File: config.mk
export PLATFORM = sky130hd
export DESIGN_NAME = lsw_sbc_ctrl
export DESIGN_NICKNAME = d
export VERILOG_FILES = /design/src/logic/lsw_pkg.sv /design/src/logic/lsw_wd_if.sv /design/src/logic/lsw_sbc_ctrl.sv /design/src/logic/lsw_sync.sv /design/src/logic/lsw_window_wd.sv
export SDC_FILE = /design/constraint.sdc
export NUM_CORES = 1
export LEC_CHECK = 0
export BUFFER_PORTS_ARGS = -buffer_cell sky130_fd_sc_hd__clkbuf_2
export CAP_MARGIN = 20
export CORE_ASPECT_RATIO = 1.75
export CORE_MARGIN = 2
export CORE_UTILIZATION = 60
export DETAILED_ROUTE_END_ITERATION = 8
export GPL_TIMING_DRIVEN = 0
export PLACE_DENSITY = 0.82
export SLEW_MARGIN = 10
export SYNTH_ARGS = -nofsm -noshare
export SYNTH_HDL_FRONTEND = slang
export SYNTH_SLANG_ARGS = --single-unit
export TNS_END_PERCENT = 30
File: constraint.sdc
create_clock -name mclk_i -period 3 [get_ports mclk_i]
set_clock_uncertainty 0.1 [all_clocks]
set_input_delay 0.75 -clock mclk_i [delete_from_list [all_inputs] [get_ports mclk_i]]
set_output_delay 0.75 -clock mclk_i [all_outputs]
set_load 0.02 [all_outputs]
File: src/logic/lsw_pkg.sv
// shared constants and types for the lin sbc control block
`default_nettype none
package lsw_pkg;
	// clock rate
	localparam int unsigned CLK_MHZ = 250;
	localparam int unsigned CLK_KHZ = CLK_MHZ * 1000;
	// register offsets
	localparam logic [6:0] ADDR_MODE = 7'h0E;
	localparam logic [6:0] ADDR_STAT = 7'h0F;
	localparam logic [6:0] ADDR_WAKE_A = 7'h11;
	localparam logic [6:0] ADDR_WAKE_B = 7'h12;
	localparam logic [6:0] ADDR_KICK = 7'h15;
	// reset values and kick code
	localparam logic [7:0] RST_MODE = 8'h00;
	localparam logic [7:0] RST_WAKE_A = 8'h04;
	localparam logic [7:0] RST_WAKE_B = 8'h02;
	localparam logic [7:0] KICK_CODE = 8'hFF;
	// field positions
	localparam int unsigned MODE_REQ_LSB = 0;
	localparam int unsigned MODE_WDOUT_BIT = 3;
	localparam int unsigned MODE_TOGGLE_BIT = 4;
	localparam int unsigned WK_PULSE_LSB = 6;
	localparam int unsigned WK_WIDTH_LSB = 2;
	localparam logic [1:0] WK_PULSE_SEL = 2'h3;
	// strap codes of the delay strap comparator
	localparam logic [1:0] STRAP_GND = 2'h0;
	localparam logic [1:0] STRAP_VCC = 2'h1;
	localparam logic [1:0] STRAP_OPEN = 2'h2;
	// times in their own units
	localparam int unsigned T_WIN_GND_MS = 40;
	localparam int unsigned T_WIN_VCC_MS = 600;
	localparam int unsigned T_WIN_OPEN_MS = 6000;
	localparam int unsigned T_WIN_INIT_MS = 6000;
	localparam int unsigned T_WRST_MS = 15;
	localparam int unsigned T_RSTACT_US = 2000;
	localparam int unsigned T_DTO_US = 20000;
	localparam int unsigned T_TOGGLE_US = 100;
	localparam int unsigned T_BUSWK_US = 100;
	localparam int unsigned T_WDI_FILT_US = 1;
	localparam int unsigned T_WK_MIN_US = 10;
	localparam int unsigned T_WK_MAX_US = 1000;
	// cycle counts
	localparam int unsigned WIN_GND_CYC = T_WIN_GND_MS * CLK_KHZ;
	localparam int unsigned WIN_VCC_CYC = T_WIN_VCC_MS * CLK_KHZ;
	localparam int unsigned WIN_OPEN_CYC = T_WIN_OPEN_MS * CLK_KHZ;
	localparam int unsigned WIN_INIT_CYC = T_WIN_INIT_MS * CLK_KHZ;
	localparam int unsigned WRST_CYC = T_WRST_MS * CLK_KHZ;
	localparam int unsigned RSTACT_CYC = T_RSTACT_US * CLK_MHZ;
	localparam int unsigned DTO_CYC = T_DTO_US * CLK_MHZ;
	localparam int unsigned TOGGLE_CYC = T_TOGGLE_US * CLK_MHZ;
	localparam int unsigned BUSWK_CYC = T_BUSWK_US * CLK_MHZ;
	localparam int unsigned WDI_FILT_CYC = T_WDI_FILT_US * CLK_MHZ;
	localparam int unsigned WK_MIN_CYC = T_WK_MIN_US * CLK_MHZ;
	localparam int unsigned WK_MAX_CYC = T_WK_MAX_US * CLK_MHZ;
	localparam int unsigned STRAP_WAIT_CYC = 3;
	// operating modes
	typedef enum logic [2:0] {
		MD_RESTART = 3'h0,
		MD_STANDBY = 3'h1,
		MD_NORMAL = 3'h2,
		MD_FAST = 3'h3,
		MD_SLEEP = 3'h4
	} lsw_mode_t;
endpackage : lsw_pkg
`default_nettype wire

File: src/logic/lsw_wd_if.sv
// link between the control logic and the window watchdog
`default_nettype none
interface lsw_wd_if;
	logic run;
	logic kick;
	logic [1:0] sel;
	logic err;
	logic win_open;
	modport ctl(output run, kick, sel, input err, win_open);
	modport wd(input run, kick, sel, output err, win_open);
endinterface : lsw_wd_if
`default_nettype wire

File: src/logic/lsw_sbc_ctrl.sv
// lin sbc digital control: lin path, wake, straps, spi registers, watchdog
`default_nettype none
module lsw_sbc_ctrl import lsw_pkg::*; #(
	parameter int unsigned WIN_GND = WIN_GND_CYC,
	parameter int unsigned WIN_VCC = WIN_VCC_CYC,
	parameter int unsigned WIN_OPEN = WIN_OPEN_CYC,
	parameter int unsigned WIN_INIT = WIN_INIT_CYC,
	parameter int unsigned WRST = WRST_CYC,
	parameter int unsigned RSTACT = RSTACT_CYC,
	parameter int unsigned DTO = DTO_CYC,
	parameter int unsigned TOGGLE = TOGGLE_CYC,
	parameter int unsigned BUSWK = BUSWK_CYC,
	parameter int unsigned WK_MAX = WK_MAX_CYC
) (
	input wire logic mclk_i,
	input wire logic rstn_i,
	input wire logic txd_i,
	output logic lin_drive_o,
	input wire logic lin_rx_i,
	output logic rxd_o,
	input wire logic wake_i,
	input wire logic en_i,
	input wire logic vcc_ok_i,
	input wire logic io_pullup_i,
	input wire logic ctrl_sel_csn_i,
	input wire logic [1:0] window_delay_strap_i,
	input wire logic sck_i,
	input wire logic wdi_sdi_i,
	output logic wdr_sdo_o,
	output logic wdr_sdo_oe_n_o,
	output logic supply_reset_n_o,
	output logic io_5v_o,
	output logic pin_ctrl_o
);
	lsw_wd_if wdl();
	lsw_mode_t mode_q;
	lsw_mode_t mode_d;
	lsw_mode_t prev_q;
	logic txd_s, rx_s, wake_s, en_s, vcc_s, pu_s, cs_s, sck_s, sdi_s;
	logic [1:0] strap_s;
	logic sck_d, wake_d, en_d, wdi_d;
	logic strap_done_q;
	logic [1:0] strap_cnt_q;
	logic [1:0] win_sel_q;
	logic [7:0] mode_reg_q, wake_a_q, wake_b_q;
	logic [31:0] rst_cnt_q, dto_cnt_q, tog_cnt_q, bus_cnt_q, wk_cnt_q, wdr_cnt_q;
	logic [15:0] filt_cnt_q;
	logic dto_q, wreq_q, tog_q, wk_arm_q, local_wake_event, bus_wake, wdi_kick, spi_kick, mode_wr;
	logic [3:0] bit_q;
	logic [7:0] sh_q, tx_q, rdata;
	logic [6:0] addr_q;
	logic wr_q;
	logic active;

	// read mux of the register file
	function automatic logic [7:0] rd_mux(input logic [6:0] a, input logic [7:0] md,
		input logic [7:0] st, input logic [7:0] wa, input logic [7:0] wb);
		case (a)
			ADDR_MODE: rd_mux = md;
			ADDR_STAT: rd_mux = st;
			ADDR_WAKE_A: rd_mux = wa;
			ADDR_WAKE_B: rd_mux = wb;
			default: rd_mux = 8'h00;
		endcase
	endfunction : rd_mux

	// all pins pass two flip-flops; transmit idles high
	lsw_sync #(.W(11), .RST_VAL(11'h400)) u_sync (
		.mclk_i(mclk_i),
		.rstn_i(rstn_i),
		.d_i({txd_i, lin_rx_i, wake_i, en_i, vcc_ok_i, io_pullup_i, ctrl_sel_csn_i,
			window_delay_strap_i, sck_i, wdi_sdi_i}),
		.q_o({txd_s, rx_s, wake_s, en_s, vcc_s, pu_s, cs_s, strap_s, sck_s, sdi_s})
	);

	lsw_window_wd #(.WIN_GND(WIN_GND), .WIN_VCC(WIN_VCC), .WIN_OPEN(WIN_OPEN),
		.WIN_INIT(WIN_INIT)) u_wd (
		.mclk_i(mclk_i),
		.rstn_i(rstn_i),
		.wd(wdl.wd)
	);

	// straps caught a few cycles after reset release
	always_ff @(posedge mclk_i or negedge rstn_i) begin
		if (!rstn_i) begin
			strap_cnt_q <= '0;
			strap_done_q <= 1'b0;
			pin_ctrl_o <= 1'b0;
			io_5v_o <= 1'b0;
			win_sel_q <= STRAP_OPEN;
		end else if (!strap_done_q) begin
			strap_cnt_q <= strap_cnt_q + 2'h1;
			if (strap_cnt_q == 2'(STRAP_WAIT_CYC)) begin
				strap_done_q <= 1'b1;
				pin_ctrl_o <= !cs_s;
				io_5v_o <= cs_s && pu_s;
				win_sel_q <= strap_s;
			end
		end
	end

	// edge history of synchronised pins
	always_ff @(posedge mclk_i or negedge rstn_i) begin
		if (!rstn_i) begin
			sck_d <= 1'b0;
			wake_d <= 1'b0;
			en_d <= 1'b0;
			wdi_d <= 1'b0;
		end else begin
			sck_d <= sck_s;
			wake_d <= wake_s;
			en_d <= en_s;
			if (filt_cnt_q == 16'(WDI_FILT_CYC))
				wdi_d <= sdi_s;
		end
	end

	// trigger glitch filter: new level must stand for the filter time
	always_ff @(posedge mclk_i or negedge rstn_i) begin
		if (!rstn_i)
			filt_cnt_q <= '0;
		else if (sdi_s == wdi_d || filt_cnt_q == 16'(WDI_FILT_CYC))
			filt_cnt_q <= '0;
		else
			filt_cnt_q <= filt_cnt_q + 16'h1;
	end
	assign wdi_kick = pin_ctrl_o && strap_done_q && filt_cnt_q == 16'(WDI_FILT_CYC);

	// spi slave, mode 0, msb first: write flag plus address, then data
	always_ff @(posedge mclk_i or negedge rstn_i) begin
		if (!rstn_i) begin
			bit_q <= '0;
			sh_q <= '0;
			tx_q <= '0;
			addr_q <= '0;
			wr_q <= 1'b0;
		end else if (pin_ctrl_o || cs_s) begin
			bit_q <= '0;
		end else if (sck_s && !sck_d) begin
			sh_q <= {sh_q[6:0], sdi_s};
			bit_q <= bit_q + 4'h1;
			if (bit_q == 4'h7) begin
				wr_q <= sh_q[6];
				addr_q <= {sh_q[5:0], sdi_s};
				tx_q <= rd_mux({sh_q[5:0], sdi_s}, mode_reg_q, rdata, wake_a_q, wake_b_q);
			end
		end else if (!sck_s && sck_d && bit_q > 4'h8) begin
			tx_q <= {tx_q[6:0], 1'b0};
		end
	end
	assign rdata = {1'b0, wdl.win_open, dto_q, io_5v_o, pin_ctrl_o, mode_q};
	assign mode_wr = !pin_ctrl_o && !cs_s && sck_s && !sck_d && bit_q == 4'hF && wr_q;

	// register writes
	always_ff @(posedge mclk_i or negedge rstn_i) begin
		if (!rstn_i) begin
			mode_reg_q <= RST_MODE;
			wake_a_q <= RST_WAKE_A;
			wake_b_q <= RST_WAKE_B;
		end else if (mode_wr) begin
			case (addr_q)
				ADDR_MODE: mode_reg_q <= {sh_q[6:0], sdi_s};
				ADDR_WAKE_A: wake_a_q <= {sh_q[6:0], sdi_s};
				ADDR_WAKE_B: wake_b_q <= {sh_q[6:0], sdi_s};
				default: ;
			endcase
		end
	end
	assign spi_kick = mode_wr && addr_q == ADDR_KICK && {sh_q[6:0], sdi_s} == KICK_CODE;

	// local wake: either edge, or a full pulse between the minimum and the limit
	always_ff @(posedge mclk_i or negedge rstn_i) begin
		if (!rstn_i) begin
			wk_arm_q <= 1'b0;
			wk_cnt_q <= '0;
		end else if (wake_s != wake_d) begin
			wk_arm_q <= !wk_arm_q;
			wk_cnt_q <= '0;
		end else if (wk_arm_q) begin
			wk_cnt_q <= wk_cnt_q + 32'h1;
			if (wk_cnt_q >= (WK_MAX >> (3 - wake_a_q[WK_WIDTH_LSB +: 2])))
				wk_arm_q <= 1'b0;
		end
	end
	always_comb begin
		if (wake_a_q[WK_PULSE_LSB +: 2] == WK_PULSE_SEL)
			local_wake_event = wake_s != wake_d && wk_arm_q && wk_cnt_q >= WK_MIN_CYC;
		else
			local_wake_event = wake_s != wake_d;
	end

	// bus wake: dominant for the filter time in sleep
	always_ff @(posedge mclk_i or negedge rstn_i) begin
		if (!rstn_i)
			bus_cnt_q <= '0;
		else if (rx_s || mode_q != MD_SLEEP)
			bus_cnt_q <= '0;
		else if (!bus_wake)
			bus_cnt_q <= bus_cnt_q + 32'h1;
	end
	assign bus_wake = bus_cnt_q >= BUSWK;

	// mode selection
	always_comb begin
		mode_d = mode_q;
		case (mode_q)
			MD_RESTART: if (rst_cnt_q >= RSTACT) mode_d = MD_STANDBY;
			MD_STANDBY, MD_NORMAL, MD_FAST: begin
				if (pin_ctrl_o) begin
					if (en_s)
						mode_d = MD_NORMAL;
					else if (mode_q != MD_STANDBY)
						mode_d = MD_SLEEP;
				end else if (mode_wr && addr_q == ADDR_MODE) begin
					mode_d = lsw_mode_t'(sdi_s ? {sh_q[1:0], 1'b1} : {sh_q[1:0], 1'b0});
					if (mode_d == MD_RESTART || mode_d > MD_SLEEP)
						mode_d = mode_q;
				end
			end
			MD_SLEEP: begin
				if (local_wake_event || bus_wake || (pin_ctrl_o && en_s && !en_d))
					mode_d = MD_STANDBY;
			end
			default: mode_d = MD_RESTART;
		endcase
		if (wdl.err && !pin_ctrl_o && !mode_reg_q[MODE_WDOUT_BIT])
			mode_d = MD_RESTART;
		if (!vcc_s || !strap_done_q)
			mode_d = MD_RESTART;
	end

	// mode register and restart timer
	always_ff @(posedge mclk_i or negedge rstn_i) begin
		if (!rstn_i) begin
			mode_q <= MD_RESTART;
			prev_q <= MD_RESTART;
			rst_cnt_q <= '0;
		end else begin
			mode_q <= mode_d;
			prev_q <= mode_q;
			if (mode_q != MD_RESTART || !vcc_s)
				rst_cnt_q <= '0;
			else
				rst_cnt_q <= rst_cnt_q + 32'h1;
		end
	end

	// watchdog runs in active modes and restarts on each mode entry
	assign active = mode_q == MD_STANDBY || mode_q == MD_NORMAL || mode_q == MD_FAST;
	assign wdl.run = active && prev_q == mode_q;
	assign wdl.kick = wdi_kick || spi_kick;
	assign wdl.sel = win_sel_q;

	// wake request set on standby entry from restart or sleep, kept until standby is left
	always_ff @(posedge mclk_i or negedge rstn_i) begin
		if (!rstn_i) begin
			wreq_q <= 1'b0;
			tog_q <= 1'b1;
			tog_cnt_q <= '0;
		end else begin
			if (mode_q == MD_STANDBY && prev_q != MD_STANDBY)
				wreq_q <= prev_q == MD_RESTART || prev_q == MD_SLEEP;
			else if (mode_q != MD_STANDBY)
				wreq_q <= 1'b0;
			if (!wreq_q) begin
				tog_q <= 1'b1;
				tog_cnt_q <= '0;
			end else if (tog_cnt_q >= TOGGLE - 32'h1) begin
				tog_q <= !tog_q;
				tog_cnt_q <= '0;
			end else
				tog_cnt_q <= tog_cnt_q + 32'h1;
		end
	end

	// dominant timeout on a stuck low transmit input
	always_ff @(posedge mclk_i or negedge rstn_i) begin
		if (!rstn_i) begin
			dto_cnt_q <= '0;
			dto_q <= 1'b0;
		end else if (txd_s) begin
			dto_cnt_q <= '0;
			dto_q <= 1'b0;
		end else if (dto_cnt_q >= DTO - 32'h1) begin
			dto_q <= 1'b1;
		end else
			dto_cnt_q <= dto_cnt_q + 32'h1;
	end

	// lin path registered, no rate filtering so fast mode fits
	always_ff @(posedge mclk_i or negedge rstn_i) begin
		if (!rstn_i) begin
			lin_drive_o <= 1'b0;
			rxd_o <= 1'b1;
		end else begin
			lin_drive_o <= (mode_q == MD_NORMAL || mode_q == MD_FAST) && !txd_s && !dto_q;
			case (mode_q)
				MD_NORMAL, MD_FAST: rxd_o <= rx_s;
				MD_STANDBY: rxd_o <= wreq_q ? (mode_reg_q[MODE_TOGGLE_BIT] && tog_q) : 1'b1;
				MD_RESTART: rxd_o <= 1'b1;
				default: rxd_o <= 1'b1;
			endcase
		end
	end

	// watchdog reset pulse
	always_ff @(posedge mclk_i or negedge rstn_i) begin
		if (!rstn_i)
			wdr_cnt_q <= '0;
		else if (wdl.err)
			wdr_cnt_q <= WRST;
		else if (wdr_cnt_q != '0)
			wdr_cnt_q <= wdr_cnt_q - 32'h1;
	end

	// shared reset and data-out pins
	always_ff @(posedge mclk_i or negedge rstn_i) begin
		if (!rstn_i) begin
			supply_reset_n_o <= 1'b0;
			wdr_sdo_o <= 1'b1;
			wdr_sdo_oe_n_o <= 1'b0;
		end else begin
			if (!pin_ctrl_o && mode_reg_q[MODE_WDOUT_BIT])
				supply_reset_n_o <= wdr_cnt_q == '0;
			else
				supply_reset_n_o <= vcc_s && mode_q != MD_RESTART;
			if (pin_ctrl_o || !strap_done_q) begin
				wdr_sdo_o <= wdr_cnt_q == '0;
				wdr_sdo_oe_n_o <= 1'b0;
			end else begin
				wdr_sdo_o <= tx_q[7];
				wdr_sdo_oe_n_o <= cs_s;
			end
		end
	end
endmodule : lsw_sbc_ctrl
`default_nettype wire

File: src/logic/lsw_sync.sv
// two flip-flop synchroniser for a vector of pin inputs
`default_nettype none
module lsw_sync #(
	parameter int unsigned W = 1,
	parameter logic [W-1:0] RST_VAL = '0
) (
	input wire logic mclk_i,
	input wire logic rstn_i,
	input wire logic [W-1:0] d_i,
	output logic [W-1:0] q_o
);
	logic [W-1:0] meta_q;
	// first stage feeds only the second
	always_ff @(posedge mclk_i or negedge rstn_i) begin
		if (!rstn_i) begin
			meta_q <= RST_VAL;
			q_o <= RST_VAL;
		end else begin
			meta_q <= d_i;
			q_o <= meta_q;
		end
	end
endmodule : lsw_sync
`default_nettype wire

File: src/logic/lsw_window_wd.sv
// window watchdog: initial long window, then closed and open halves
`default_nettype none
module lsw_window_wd import lsw_pkg::*; #(
	parameter int unsigned WIN_GND = WIN_GND_CYC,
	parameter int unsigned WIN_VCC = WIN_VCC_CYC,
	parameter int unsigned WIN_OPEN = WIN_OPEN_CYC,
	parameter int unsigned WIN_INIT = WIN_INIT_CYC
) (
	input wire logic mclk_i,
	input wire logic rstn_i,
	lsw_wd_if.wd wd
);
	logic [31:0] cnt_q;
	logic [31:0] frame;
	logic init_q;
	logic live_q;
	logic closed;

	// frame length from the delay strap
	always_comb begin
		case (wd.sel)
			STRAP_GND: frame = WIN_GND;
			STRAP_VCC: frame = WIN_VCC;
			default: frame = WIN_OPEN;
		endcase
	end

	assign closed = !init_q && (cnt_q < (frame >> 1));
	assign wd.win_open = live_q && !closed;

	// window timing and error detection
	always_ff @(posedge mclk_i or negedge rstn_i) begin
		if (!rstn_i) begin
			cnt_q <= '0;
			init_q <= 1'b1;
			live_q <= 1'b0;
			wd.err <= 1'b0;
		end else begin
			wd.err <= 1'b0;
			if (!wd.run) begin
				cnt_q <= '0;
				init_q <= 1'b1;
				live_q <= 1'b1;
			end else if (live_q) begin
				cnt_q <= cnt_q + 32'h1;
				if (wd.kick) begin
					cnt_q <= '0;
					init_q <= 1'b0;
					if (closed) begin
						wd.err <= 1'b1;
						live_q <= 1'b0;
					end
				end else if (cnt_q >= (init_q ? WIN_INIT : frame) - 32'h1) begin
					wd.err <= 1'b1;
					live_q <= 1'b0;
				end
			end
		end
	end
endmodule : lsw_window_wd
`default_nettype wire

After elaboration in Yosys (flattened, before gate mapping)
Index checks and enable logic that the tools add are counted.

word-level totals
  bits in registers = 342
  logic and storage cells = 248

operators by class
  shifts and indexed selects = 1
  $add $sub $neg = 12
  $lt $le $gt $ge = 10
  multiplexer cells = 64
  reductions and logical operators = 81
  equality and inequality tests = 37
  bitwise logic cells = 2

operator list
  kind                    number
  $mux 32                 15
  $add 32x1->32 const B   6
  $ge 32x15->1 const B    2
  $ge 32x32->1            2
  $sub 32x1->32 const B   2
  $pmux 31 s2             1
  $eq 7x5->1 const B      5
  $ge 32x12->1 const B    1
  $ge 32x19->1 const B    1
  $ge 32x23->1 const B    1
  $logic_not 32->1        1
  $lt 32x30->1            1
  $pmux 8 s4              1
  $reduce_bool 32->1      1
  $shr 18x32->32 const A  1
  $mux 1                  30
  $logic_and 1x1->1       29
  $mux 3                  9
  $mux 8                  3
  $eq 7x4->1 const B      3
  $add 16x1->16 const B   1
  $eq 16x8->1 const B     1
  $mux 16                 1
  $logic_not 1->1         14
  other kinds (37)        75

Depth between registers and ports, before layout
  word-level depth = 12
  mapped depth = 11
  gate-level depth less buffers = 11

Cells and area by module
Synthesis repeated with hierarchy kept, for this count alone.

second synthesis, totals
  cell total of the unflattened synthesis = 1690
  area, all modules = 17130.2 µm²

modules (own cells, without submodules)
  module         cells an instance  sequential area each (µm²)  times used  area each (µm²)
  lsw_sbc_ctrl   1352               7139.3                      1           13758.2
  lsw_window_wd  316                877.1                       1           2819.0
  lsw_sync       22                 553.0                       1           553.0

Worst setup path after synthesis
Ideal clock, no wire load.

  path type = reg-to-reg
  from = register win_sel_q[1] (netlist: wdl.sel[1])
  to = register u_wd.wd.err
  library setup time = 0.122 ns
  period minus slack after synthesis = 2.531 ns
  arrival = 2.309 ns
  setup slack = 0.469 ns
  buffers on the path = 0
  cell stages (with the launch flop) = 12
  cells stage by stage = dfstp_2 -> nor2_1 -> nand2_1 -> inv_1 -> ha_1 -> ha_1 -> a211o_1 -> a41oi_1 -> o221ai_1 -> o2111ai_1 -> nand4b_1 -> o2111a_1

between the ends
  longest elaborated chain between the ends = 9
  elaborated cells between the ends (all ways) = 13
  those cells by class = 1 x add/sub; 2 x order compare; 1 x eq/ne; 7 x mux; 2 x reduce/logical

RTL lines
  element                                        RTL line             RTL
  start: declaration                             lsw_sbc_ctrl.sv:44   logic [1:0] win_sel_q;
  start signal: assignment                       lsw_sbc_ctrl.sv:97   win_sel_q <= strap_s;
  $eq 2x1->1 or $logic_not 2->1 (tied branches)  lsw_window_wd.sv:21  case (wd.sel)
  $pmux 31 s2 (*)                                lsw_window_wd.sv:21
  $mux 32                                        lsw_window_wd.sv:53  end else if (cnt_q >= (init_q ? WIN_INIT : frame) - 32'h1) begin
  $sub 32x1->32                                  lsw_window_wd.sv:53
  $ge 32x32->1                                   lsw_window_wd.sv:53
  $mux 1                                         lsw_window_wd.sv:53
  $mux 1 (*)                                     lsw_window_wd.sv:46  if (wd.kick) begin
  $mux 1 (*)                                     lsw_window_wd.sv:44  end else if (live_q) begin
  $mux 1 (*)                                     lsw_window_wd.sv:40  if (!wd.run) begin
  end signal: assignment                         lsw_window_wd.sv:39  wd.err <= 1'b0;
  end signal: assignment                         lsw_window_wd.sv:50  wd.err <= 1'b1;
  end signal: assignment                         lsw_window_wd.sv:54  wd.err <= 1'b1;
  end: declaration                               lsw_wd_if.sv:10      modport wd(input run, kick, sel, output err, win_open);

Mark *: on every way between the ends. The rest lies on a longest branch, timed or not.
A chain may end at the register's enable or synchronous reset.

Worst setup path after layout
  from = register u_wd.init_q
  to = register u_wd.live_q

between the ends
  longest elaborated chain between the ends = 7
  elaborated cells between the ends (all ways) = 10
  those cells by class = 1 x add/sub; 1 x order compare; 6 x mux; 2 x reduce/logical

RTL lines
  element                   RTL line             RTL
  start: declaration        lsw_window_wd.sv:15  logic init_q;
  start signal: assignment  lsw_window_wd.sv:35  init_q <= 1'b1;
  start signal: assignment  lsw_window_wd.sv:42  init_q <= 1'b1;
  start signal: assignment  lsw_window_wd.sv:48  init_q <= 1'b0;
  $mux 32                   lsw_window_wd.sv:53
  $sub 32x1->32             lsw_window_wd.sv:53
  $ge 32x32->1              lsw_window_wd.sv:53
  $mux 1                    lsw_window_wd.sv:53
  $mux 1 (*)                lsw_window_wd.sv:46
  $mux 1 (*)                lsw_window_wd.sv:44
  $mux 1 (*)                lsw_window_wd.sv:40
  end signal: assignment    lsw_window_wd.sv:43  live_q <= 1'b1;
  end signal: assignment    lsw_window_wd.sv:51  live_q <= 1'b0;
  end signal: assignment    lsw_window_wd.sv:55  live_q <= 1'b0;
  end: declaration          lsw_window_wd.sv:16  logic live_q;

Marks and branches as above.

==> flow_metrics.py <==
metrics = {
    "logic_synthesis": {
        "yosysSeqAreaShare_pct": 50.16,
        "yosysUniqueCellTypes": 69,
        "yosysTopAreaCell": "dfrtp_1",
        "synth-seq-cells": 342,
        "syn_area_um2": 17090,
        "ys.flop_type": "dfrtp_1",
        "ys_async_sr_fraction_pct": 100.0,
        "yosys.area.top_type_share_pct": 48.77,
        "synth_edf_count": 0,
        "synthCells": 1711,
        "synthTopCellsByArea": "dfrtp_1, ha_1, nor2_1",
        "yosysMostFrequentCell": "dfrtp_1",
        "netlist_top_cells_count": "dfrtp_1, nor2_1, nand2_1, a21oi_1, ha_1",
        "yosysWarnings": 0,
        "avgSynthCellArea_um2": 9.985,
    },
    "clock_network": {
        "htree_levels": 1,
        "clkSlewWorstSetupHoldPaths_ns": 0.07,
        "clock-sinks": 342,
        "clockRootBuffer": "clkbuf_16",
        "cts_tree": "yes",
        "holdBufCountCts": 0,
        "cts_buffer_depth": 3,
        "cts_buffers": 31,
        "clock_latency_ns": 0.57,
    },
    "final_layout": {
        "nFillCells": 2166,
        "drive_above_1_share_pct": 8.746,
        "instances_no_fill": 2191,
        "area_growth_pct": 11.26,
        "diodes": 0,
        "final_nets": 1882,
    },
    "worst_setup_path": {
        "worstSetupStartpoint": "u_wd.init_q",
        "required_ns": 3.38,
        "ff2ff_path_depth": 11,
        "path_class": "flip-flop to flip-flop",
        "reg2reg_slack_ns": 0.19,
        "r2r_end": "u_wd.live_q",
        "cp-endpoint": "u_wd.live_q",
        "arrival_ns": 3.18,
        "end_kind": "flip-flop",
        "path_max_fanout": 8,
        "start_kind": "flip-flop",
        "timing.rr.start": "u_wd.init_q",
    },
    "run": {
        "cap_viol_max_count": 0,
    },
    "timing": {
        "worst_pin_slew_ns": 1.008,
        "timing.fmax_ghz": 0.3564,
        "setup_violations": 0,
        "finalCritPeriodShare_pct": 93.54,
        "holdWs_ns": 0.07015,
        "fin_crit_ns": 2.806,
        "report.final.hold_viol_count": 0,
        "rsz0062_at_grt": "false",
        "final_max_slew_viol_count": 0,
        "relSlewSlack_pct": 32.29,
    },
    "place": {
        "gp_congestion": 0.8555,
        "io_buffers": 19,
        "placedCellCount": 2127,
        "hpwl_um": 25290,
    },
    "detailed_routing": {
        "routedWlPerCell_um": 16.49,
        "drcViolationCount": 0,
        "first_pass_iters": 5,
        "routed_wl_um": 36140,
        "vias_per_cell": 5.958,
        "antenna_left": 0,
        "num_vias": 13050,
        "first_iter_violations": 890,
    },
    "global_routing": {
        "grt_use_total_pct": 24.79,
        "antenna_found_initial": 0,
        "grt_overflow": 0,
        "grt_pass1_vias": 13260,
        "grt_max_degree": 108,
        "grt_pass1_wl_um": 61980,
    },
    "die": {
        "core_um2": 27970,
        "io_pins": 20,
        "die_area_um2": 29890,
        "die_h_um": 227.2,
        "start_util_pct": 61.08,
        "die_width_um": 131.6,
        "rows": 81,
    },
    "outcome": {
        "status": "complete, no violations",
    },
    "power_and_ir_drop": {
        "p_leak_nw": 8.398,
        "p_per_area_nw_per_um2": 495.1,
        "vdd.ir_drop.worst_v": 0.0004633,
    },
    "min_path": {
        "hp-class": "input pin to asynchronous set/reset pin",
    },
}
final cells by class:
class	instances	area (µm²)	share of cell area (%)
buffer	60	244.0	1.284
clock buffer	39	835.8	4.397
clock inverter	18	265.3	1.395
inverter	49	183.9	0.9676
multi-input combinational	1281	8207	43.17
sequential	342	8569	45.08
tap	373	466.7	2.455
timing repair buffer	29	236.5	1.244
layer usage:
metal  track usage (%)  up-vias  part of all wire (%)  wire length, µm
li1                  -     6213                     -                -
met1             28.42     6458                    39            14130
met2             46.53      272                    54            19410
met3             2.583      110                   2.9             1065
met4             11.47        0                   4.2             1534
met5                 0        -                     0                0
report_power, final:
part	leakage [nW]	switching (mW)	internal, mW
combinational	3.25	0.290	0.116
sequential	4.62	0.0650	4.69
clock	0.529	1.76	2.50
total	8.40	2.11	7.30
repair_timing:
action                                  in CTS  in global routing
setup buffers                                0                  6
endpoints found under the setup margin       0                 30
gates resized for setup                      0                 11
registers in the layout, summed over array words and instances (netlist names), 11 cells and up:
signal / count
dto_cnt_q: 32
u_wd.cnt_q: 32
bus_cnt_q: 32
wdr_cnt_q: 32
u_sync.q_o: 11
u_sync.meta_q: 11
filt_cnt_q: 16
tog_cnt_q: 32
rst_cnt_q: 32
wk_cnt_q: 32
placed cells by master, fill, tap and decap left out, types with 8 or more instances in the layout:
master	count
ha_1	75
nand4b_1	8
and3_1	30
nand3b_1	8
a22oi_1	17
nor3_1	38
nor4_1	38
o21ai_0	71
nor2_1	209
a21oi_1	75
dfrtp_1	333
conb_1	23
a211oi_1	17
nand3_1	64
a31oi_1	8
xor2_1	70
clkbuf_16	31
dfstp_2	9
nor2b_1	18
o22ai_1	8
nand2_1	139
nand4_1	36
xnor2_1	68
nand2b_1	19
and4_1	12
inv_1	49
o211ai_1	10
and2_1	28
clkbuf_2	21
or3_1	37
or4_1	17
clkbuf_1	55
mux2_2	35
mux2i_1	12
worst max-delay path: stages, from the launching register on:
cell and delay, ns:
dfstp_2 0.58, nor2_2 0.11, nand2_2 0.14, inv_1 0.06, ha_1 0.29, ha_1 0.29, a211o_1 0.26, a41oi_1 0.20
o221ai_1 0.15, o2111ai_1 0.12, nand4b_1 0.20, o221ai_1 0.23
metrics by stage:
stage | setup WS, ns | area [µm²] | power (mW) | utilization, % | TNS [ns]
2_1_floorplan | 0.4691 | 17160 | 5.034 | - | 0
3_3_place_gp | -6.020 | 17730 | 5.213 | 63.37 | -2019.91
5_1_grt | 0.006280 | 19010 | 9.718 | 67.95 | 0
6_report | 0.1938 | 19010 | 9.411 | 67.95 | 0
3_5_place_dp | 0.06849 | 17820 | 5.240 | 63.70 | 0
4_1_cts | 0.02855 | 18920 | 9.490 | 67.63 | 0
kinds of logic after synthesis:
kind of cell               count (synthesis)  share of synthesized area [%]
buffers and inverters                    109                          2.490
adders and majority gates                 75                          5.492
and+or+nand+nor                          736                          22.13
DFF                                      342                          50.16
AOI/OAI and AO/OA                        262                          9.601
xor gates and xnor gates                 138                          7.074
muxes                                     47                          3.010
other                                      2                        0.04396
worst min path at each step:
stage,to,slack [ns],startpoint
6_report,tog_cnt_q[6],0.07,rstn_i
5_1_grt,tog_cnt_q[6],0.12,rstn_i
4_1_cts,tog_cnt_q[6],0.08,rstn_i
3_5_place_dp,u_sync.q_o[1],0.24,u_sync.meta_q[1]
3_3_place_gp,u_sync.q_o[8],0.23,u_sync.meta_q[8]
2_1_floorplan,u_sync.q_o[0],0.23,u_sync.meta_q[0]
(Power assumes the default switching activity.)
